===== src/rtl/ueie_pkg.sv =====
package ueie_pkg;
  // ************************************************************
  // register map
  // ************************************************************
  localparam logic [7:0] UEIE_ERR_EN_OFFSET = 8'h00;
  localparam logic [7:0] UEIE_IRQ_EN_OFFSET = 8'h04;
  localparam logic [7:0] UEIE_STATUS_OFFSET = 8'h08;
  localparam logic [7:0] UEIE_MASK_OFFSET = 8'h0c;
  localparam logic [7:0] UEIE_FLAGS_OFFSET = 8'h10;
  localparam logic [7:0] UEIE_ERR_EN_RESET = 8'h00;
  localparam logic [1:0] UEIE_IRQ_EN_RESET = 2'h0;
  localparam logic [1:0] UEIE_MASK_RESET = 2'h0;

  // ************************************************************
  // field positions
  // ************************************************************
  localparam int UEIE_BIT_PID = 0;
  localparam int UEIE_BIT_CRC5_EOF = 1;
  localparam int UEIE_BIT_CRC16 = 2;
  localparam int UEIE_BIT_FIELD = 3;
  localparam int UEIE_BIT_TURN = 4;
  localparam int UEIE_BIT_DMA = 5;
  localparam int UEIE_BIT_BMX = 6;
  localparam int UEIE_BIT_STUFF = 7;
  localparam int UEIE_BIT_ERR_SUMMARY = 1;
  localparam int UEIE_EVT_ERR = 0;
  localparam int UEIE_EVT_MODULE = 1;

  localparam logic [1:0] UEIE_RESP_OKAY = 2'h0;
  localparam logic [1:0] UEIE_RESP_SLVERR = 2'h2;

  typedef enum logic [2:0] {
    UEIE_W_IDLE = 3'b001,
    UEIE_W_RESP = 3'b010,
    UEIE_W_HOLD = 3'b100
  } ueie_wstate_e;
endpackage


===== src/rtl/ueie_gate_if.sv =====
`timescale 1ns/1ps
// error flags, enables and role between the top and the gating core
interface ueie_gate_if;
  logic [7:0] flags;
  logic [7:0] enables;
  logic host_role;
  logic err_req;
  modport core (input flags, input enables, input host_role,
    output err_req);
  modport top (output flags, output enables, output host_role,
    input err_req);
endinterface


===== src/rtl/ueie_gate.sv =====
`timescale 1ns/1ps
module ueie_gate (
  ueie_gate_if.core gate
);
  import ueie_pkg::*;

  // ************************************************************
  // error gating
  // ************************************************************
  // bit 1 flag is already selected by role in the top
  always_comb begin
    gate.err_req = |(gate.flags & gate.enables);
  end
endmodule


===== src/rtl/ueie_top.sv =====
// Design decisions made here: the AXI4-Lite interface to the registers and the register offsets.
`timescale 1ns/1ps
module ueie_top (
  input wire logic i_clock,
  input wire logic i_reset_n,
  // error flags from the same clock domain
  input wire logic i_bitstuff_err_flag,
  input wire logic i_busmatrix_err_flag,
  input wire logic i_dma_err_flag,
  input wire logic i_turnaround_timeout_flag,
  input wire logic i_field_size_err_flag,
  input wire logic i_crc_sixteen_fail_flag,
  input wire logic i_crc_five_err_flag,
  input wire logic i_end_of_frame_err_flag,
  input wire logic i_packet_id_fail_flag,
  input wire logic i_host_role,
  // AXI4-Lite slave
  input wire logic [7:0] i_s_axi_awaddr,
  input wire logic i_s_axi_awvalid,
  output logic o_s_axi_awready,
  input wire logic [31:0] i_s_axi_wdata,
  input wire logic [3:0] i_s_axi_wstrb,
  input wire logic i_s_axi_wvalid,
  output logic o_s_axi_wready,
  output logic [1:0] o_s_axi_bresp,
  output logic o_s_axi_bvalid,
  input wire logic i_s_axi_bready,
  input wire logic [7:0] i_s_axi_araddr,
  input wire logic i_s_axi_arvalid,
  output logic o_s_axi_arready,
  output logic [31:0] o_s_axi_rdata,
  output logic [1:0] o_s_axi_rresp,
  output logic o_s_axi_rvalid,
  input wire logic i_s_axi_rready,
  // outputs
  output logic o_err_irq_req,
  output logic o_usb_module_irq_flag,
  output logic o_irq
);
  import ueie_pkg::*;

  // ************************************************************
  // state
  // ************************************************************
  typedef struct packed {
    logic [7:0] err_en;
    logic [1:0] irq_en;
    logic [1:0] status;
    logic [1:0] mask;
    logic err_req;
    logic mod_flag;
    logic err_req_prev;
    logic mod_flag_prev;
    logic [7:0] awaddr;
    logic aw_have;
    logic [31:0] wdata;
    logic [3:0] wstrb;
    logic w_have;
    ueie_wstate_e wstate;
    logic [1:0] bresp;
    logic rvalid;
    logic [31:0] rdata;
    logic [1:0] rresp;
  } ueie_state_s;

  ueie_state_s s_q;
  ueie_state_s s_d;
  ueie_gate_if gate ();
  logic [7:0] flags;
  logic [1:0] events;
  // merged byte 0 for the two bit registers, cut to width below
  logic [7:0] irq_en_merged;
  logic [7:0] mask_merged;

  // byte lane merge for an eight bit field
  function automatic logic [7:0] ueie_merge8(input logic [7:0] old_v,
      input logic [31:0] data, input logic [3:0] strb);
    ueie_merge8 = strb[0] ? data[7:0] : old_v;
  endfunction

  // ************************************************************
  // flag assembly and gating
  // ************************************************************
  always_comb begin
    flags = '0;
    flags[UEIE_BIT_STUFF] = i_bitstuff_err_flag;
    flags[UEIE_BIT_BMX] = i_busmatrix_err_flag;
    flags[UEIE_BIT_DMA] = i_dma_err_flag;
    flags[UEIE_BIT_TURN] = i_turnaround_timeout_flag;
    flags[UEIE_BIT_FIELD] = i_field_size_err_flag;
    flags[UEIE_BIT_CRC16] = i_crc_sixteen_fail_flag;
    // one enable bit, two meanings picked by role
    flags[UEIE_BIT_CRC5_EOF] = i_host_role ?
      i_end_of_frame_err_flag :
      i_crc_five_err_flag;
    flags[UEIE_BIT_PID] = i_packet_id_fail_flag;
  end

  assign gate.flags = flags;
  assign gate.enables = s_q.err_en;
  assign gate.host_role = i_host_role;

  ueie_gate u_gate (
    .gate(gate.core)
  );

  // ************************************************************
  // handshake and interrupt outputs
  // ************************************************************
  assign o_s_axi_awready = !s_q.aw_have && s_q.wstate == UEIE_W_IDLE;
  assign o_s_axi_wready = !s_q.w_have && s_q.wstate == UEIE_W_IDLE;
  assign o_s_axi_bvalid = s_q.wstate == UEIE_W_RESP;
  assign o_s_axi_bresp = s_q.bresp;
  assign o_s_axi_arready = !s_q.rvalid;
  assign o_s_axi_rvalid = s_q.rvalid;
  assign o_s_axi_rdata = s_q.rdata;
  assign o_s_axi_rresp = s_q.rresp;
  assign o_err_irq_req = s_q.err_req;
  assign o_usb_module_irq_flag = s_q.mod_flag;
  assign o_irq = |(s_q.status & s_q.mask);
  assign irq_en_merged = ueie_merge8({6'h00, s_q.irq_en}, s_q.wdata,
    s_q.wstrb);
  assign mask_merged = ueie_merge8({6'h00, s_q.mask}, s_q.wdata,
    s_q.wstrb);

  // ************************************************************
  // next state
  // ************************************************************
  always_comb begin
    s_d = s_q;
    // registered so the outputs are glitch free
    s_d.err_req = gate.err_req;
    s_d.mod_flag = gate.err_req &&
      s_q.irq_en[UEIE_BIT_ERR_SUMMARY];
    s_d.err_req_prev = s_q.err_req;
    s_d.mod_flag_prev = s_q.mod_flag;
    events = '0;
    events[UEIE_EVT_ERR] = s_q.err_req && !s_q.err_req_prev;
    events[UEIE_EVT_MODULE] = s_q.mod_flag && !s_q.mod_flag_prev;

    // capture address and data in either order
    if (o_s_axi_awready && i_s_axi_awvalid) begin
      s_d.awaddr = i_s_axi_awaddr;
      s_d.aw_have = 1'b1;
    end
    if (o_s_axi_wready && i_s_axi_wvalid) begin
      s_d.wdata = i_s_axi_wdata;
      s_d.wstrb = i_s_axi_wstrb;
      s_d.w_have = 1'b1;
    end

    case (s_q.wstate)
      UEIE_W_IDLE: begin
        if (s_q.aw_have && s_q.w_have) begin
          s_d.wstate = UEIE_W_HOLD;
        end
      end
      UEIE_W_HOLD: begin
        s_d.bresp = UEIE_RESP_OKAY;
        s_d.aw_have = 1'b0;
        s_d.w_have = 1'b0;
        s_d.wstate = UEIE_W_RESP;
        case (s_q.awaddr)
          UEIE_ERR_EN_OFFSET: begin
            // upper lanes have no storage
            s_d.err_en = ueie_merge8(s_q.err_en, s_q.wdata,
              s_q.wstrb);
          end
          UEIE_IRQ_EN_OFFSET: begin
            s_d.irq_en = irq_en_merged[1:0];
          end
          UEIE_STATUS_OFFSET: begin
            if (s_q.wstrb[0]) begin
              s_d.status = s_q.status & ~s_q.wdata[1:0];
            end
          end
          UEIE_MASK_OFFSET: begin
            s_d.mask = mask_merged[1:0];
          end
          UEIE_FLAGS_OFFSET: begin
          end
          default: begin
            s_d.bresp = UEIE_RESP_SLVERR;
          end
        endcase
      end
      UEIE_W_RESP: begin
        if (i_s_axi_bready) begin
          s_d.wstate = UEIE_W_IDLE;
        end
      end
      default: begin
        s_d.wstate = UEIE_W_IDLE;
      end
    endcase

    // set wins over a same-cycle write-one clear
    s_d.status = s_d.status | events;

    // read channel
    if (s_q.rvalid) begin
      if (i_s_axi_rready) begin
        s_d.rvalid = 1'b0;
      end
    end else if (i_s_axi_arvalid) begin
      s_d.rvalid = 1'b1;
      s_d.rresp = UEIE_RESP_OKAY;
      s_d.rdata = 32'h0000_0000;
      case (i_s_axi_araddr)
        UEIE_ERR_EN_OFFSET: s_d.rdata = {24'h00_0000, s_q.err_en};
        UEIE_IRQ_EN_OFFSET: s_d.rdata = {30'h0, s_q.irq_en};
        UEIE_STATUS_OFFSET: s_d.rdata = {30'h0, s_q.status};
        UEIE_MASK_OFFSET: s_d.rdata = {30'h0, s_q.mask};
        UEIE_FLAGS_OFFSET: s_d.rdata = {24'h00_0000, flags};
        default: s_d.rresp = UEIE_RESP_SLVERR;
      endcase
    end
  end

  // ************************************************************
  // state register
  // ************************************************************
  always_ff @(posedge i_clock or negedge i_reset_n) begin
    if (!i_reset_n) begin
      s_q <= '0;
      s_q.err_en <= UEIE_ERR_EN_RESET;
      s_q.irq_en <= UEIE_IRQ_EN_RESET;
      s_q.mask <= UEIE_MASK_RESET;
      s_q.wstate <= UEIE_W_IDLE;
      s_q.bresp <= UEIE_RESP_OKAY;
    end else begin
      s_q <= s_d;
    end
  end
endmodule


===== config.mk =====
export PLATFORM = sky130hd
export DESIGN_NAME = ueie_top
export DESIGN_NICKNAME = d
export VERILOG_FILES = /design/src/rtl/ueie_pkg.sv /design/src/rtl/ueie_gate_if.sv /design/src/rtl/ueie_gate.sv /design/src/rtl/ueie_top.sv
export SDC_FILE = /design/constraint.sdc
export NUM_CORES = 1
export LEC_CHECK = 0
export ABC_AREA = 0
export BUFFER_PORTS_ARGS = -buffer_cell sky130_fd_sc_hd__buf_2
export CAP_MARGIN = 10
export CORE_MARGIN = 2
export CORE_UTILIZATION = 44
export CTS_BUF_LIST = sky130_fd_sc_hd__clkbuf_4 sky130_fd_sc_hd__clkbuf_8
export DETAILED_ROUTE_END_ITERATION = 7
export PLACE_DENSITY = 0.86
export SLEW_MARGIN = 10
export SYNTH_ARGS = -nofsm -noshare
export SYNTH_HDL_FRONTEND = slang
export SYNTH_HIERARCHICAL = 1
export SYNTH_SLANG_ARGS = --single-unit
export TNS_END_PERCENT = 5

===== constraint.sdc =====
create_clock -name i_clock -period 2 [get_ports i_clock]
set_input_delay 0.4 -clock i_clock [delete_from_list [all_inputs] [get_ports i_clock]]
set_output_delay 0.4 -clock i_clock [all_outputs]
set_load 0.05 [all_outputs]

==> flow_summary.ini <==
[die]
die_w_um = 79.3
fp.dieH_um = 79.3
core-area_um2 = 5510
rows = 27
initial_core_util_pct = 45.4
dieArea_um2 = 6290
io_pins = 113

[yosys]
muxShareOfSynthArea_pct = 17.9
netlist.top_cell.by_area = dfrtp_1
synth_simple_gate_area_share_pct = 10.3
yosys_most_used_dff = dfrtp_1
synthTopCellsByCount = dfrtp_1, buf_4, mux2_2
synth_cells = 211
synth.most_common_cell = dfrtp_1
synth_xor_xnor_area_share_pct = 0
netlist_area_um2 = 2500
synthAdderAreaFrac_pct = 0
synthArstFlopShare_pct = 100
synth_top_family_by_area = multiplexers
synth_top_area_share_pct = 50.1
synth-seq-area-share_pct = 51.2
ys_top_cells_by_area = dfrtp_1, mux2_2, buf_4
synth_compound_area_share_pct = 8.62
synth_seq_cells = 51
yosysWarnings = 6
syn_avg_cell_area_um2 = 11.8
synth_edf_count = 0
ys_types = 35

[placement]
place_inst = 334
io_buffers = 59
pre_cts_ws_ns = -0.0853
place_congestion = 0.762
hpwl_um = 3570

[drt]
routedWlPerCell_um = 13.5
dr_total_vias = 1736
routed_wl_um = 4630
dr.pass1.iters = 4
vias_per_cell = 5.06
drt_iter0_drc = 94
drtAntennaViolNets = 0
drc = 0

[timing]
slew_violations = 0
rsz0062_at_grt = true
finalCriticalPeriod_ns = 2.02
maxSlewHeadroom_pct = 63.0
worst_slack_ns = -0.0219
hold_viol_final = 0
setup_viol = 2
max_freq_mhz = 495
fin_crit_sh_pct = 101
worst_slew_pin_slew_ns = 0.554
finClkSkew_ns = 0.00348

[clocking]
clk_pin_slew_ns = 0.09
clk_latency_ns = 0.30
clockRootBuffer = clkbuf_8
cts_tree = yes
cts_htree_levels = 2
clock-sinks = 51
cts_buffer_depth = 2
cts_buffers = 5

[cells_and_area]
final_cells = 343
drive_gt1_share_pct = 42.4
final_nets = 339
num_antenna_cells = 0
area_delta_synth_final_pct = 17.9
final_core_util_pct = 53.5

[pwr]
max-vdd-ir-drop_uv = 482
p_per_area_nw_per_um2 = 1150
p_leak_nw = 1.48

[setup_path]
cp.arrival_ns = 1.62
start_kind = flip-flop
endpoint_kind = output port
worstPathMaxFanout = 5
ff2ff_path_depth = 5
timing.rr.start = s_q[78]
criticalPathCategory = reg -> out
r2r-end = gate.enables[0]
ff2ff_setup_slack_ns = 0.01
cp.required_ns = 1.60

[worst_hold_path]
hold_class = in -> async

[global_routing]
overflow = 0
grt_pass1_wl_um = 7500
grt_use_total_pct = 15.6
antenna_found_initial = 0
grt_max_degree = 29
grt_pass1_vias = 1650

[flow_run]
maxCapViolCount = 0

[outcome]
status = complete, but fails checks
violations = negative setup slack
cells in the final DEF (no fill, tap or decap), types with 3 or more instances in the layout:
master,synthesis,routed
a21o_1,3,3
a22o_1,5,5
a22oi_1,4,4
buf_2,0,57
buf_4,36,6
clkbuf_8,0,6
conb_1,1,26
dfrtp_1,50,50
inv_1,3,3
mux2_2,30,29
mux2i_1,11,11
nand2_1,14,12
nor2_1,13,11
o21ai_0,5,5
o31ai_1,6,6
kinds of logic after synthesis:
family,after synthesis
flip-flops,51
AND/OR/NAND/NOR,45
buffers and inverters,43
multiplexers,41
AO/OA/AOI/OAI,30
other,1
power by group:
group | total (mW) | internal [mW] | switching (mW)
Combinational | 1.07 | 0.492 | 0.581
Clock | 0.732 | 0.405 | 0.327
Sequential | 1.59 | 1.32 | 0.263
flip-flops by register name, summed over array words and instances (netlist names):
register and count:
o_s_axi_bresp 1, gate.enables 8, o_s_axi_rvalid 1, o_err_irq_req 1, s_q 30, o_s_axi_rresp 1
o_usb_module_irq_flag 1, o_s_axi_rdata 8
metal layers:
metal / wire, µm / share of wire [%] / GRT usage [%] / vias up
met2: 2380 / 51 / 27.1 / 78
met1: 1880 / 41 / 18.4 / 841
met4: 88 / 1.9 / 6.21 / 0
li1: - / - / - / 808
met3: 287 / 6.2 / 3.86 / 9
met5: 0 / 0 / 0 / -
final cells by class:
class / count / area (µm²)
well taps: 72 / 90.1
clock buffers: 6 / 82.6
fillers: 467 / 2560
flip-flops and latches: 51 / 1280
clock inverters: 2 / 35.0
multi-input cells: 142 / 1050
inverters: 3 / 11.3
repair buffers: 67 / 397
what timing repair did:
item,in CTS,in global routing
hold buffers,0,0
resized for setup,6,2
setup endpoints to repair,10,12
pin swaps,3,0
setup buffers,1,0
worst max-delay path by stage:
stage | start | endpoint | cells after the start
final | s_q[37] | o_s_axi_awready | 3
after detailed placement | s_q[78] | gate.enables[0] | 5
after CTS | s_q[37] | o_s_axi_awready | 3
after global placement | s_q[78] | gate.enables[0] | 5
after global routing | s_q[78] | gate.enables[2] | 5
after floorplan | s_q[78] | gate.enables[0] | 4
critical path: stages (launching register included):
cell and delay [ns]:
dfstp_2 0.59, or3b_4 0.44, nor2_4 0.12, buf_6 0.17
per-stage QoR:
step | area [µm²] | total power [mW] | hold slack [ns] | TNS [ns]
global route | 2940 | 3.58 | 0.107 | -0.653
CTS | 2940 | 3.40 | 0.0913 | -0.0348
detailed placement | 2790 | 2.63 | 0.389 | -0.651
finish | 2940 | 3.39 | 0.0764 | -0.0266
floorplan | 2620 | 2.40 | 0.104 | -2.34
global placement | 2790 | 2.58 | 0.379 | -0.601
(Power assumes the default switching activity.)
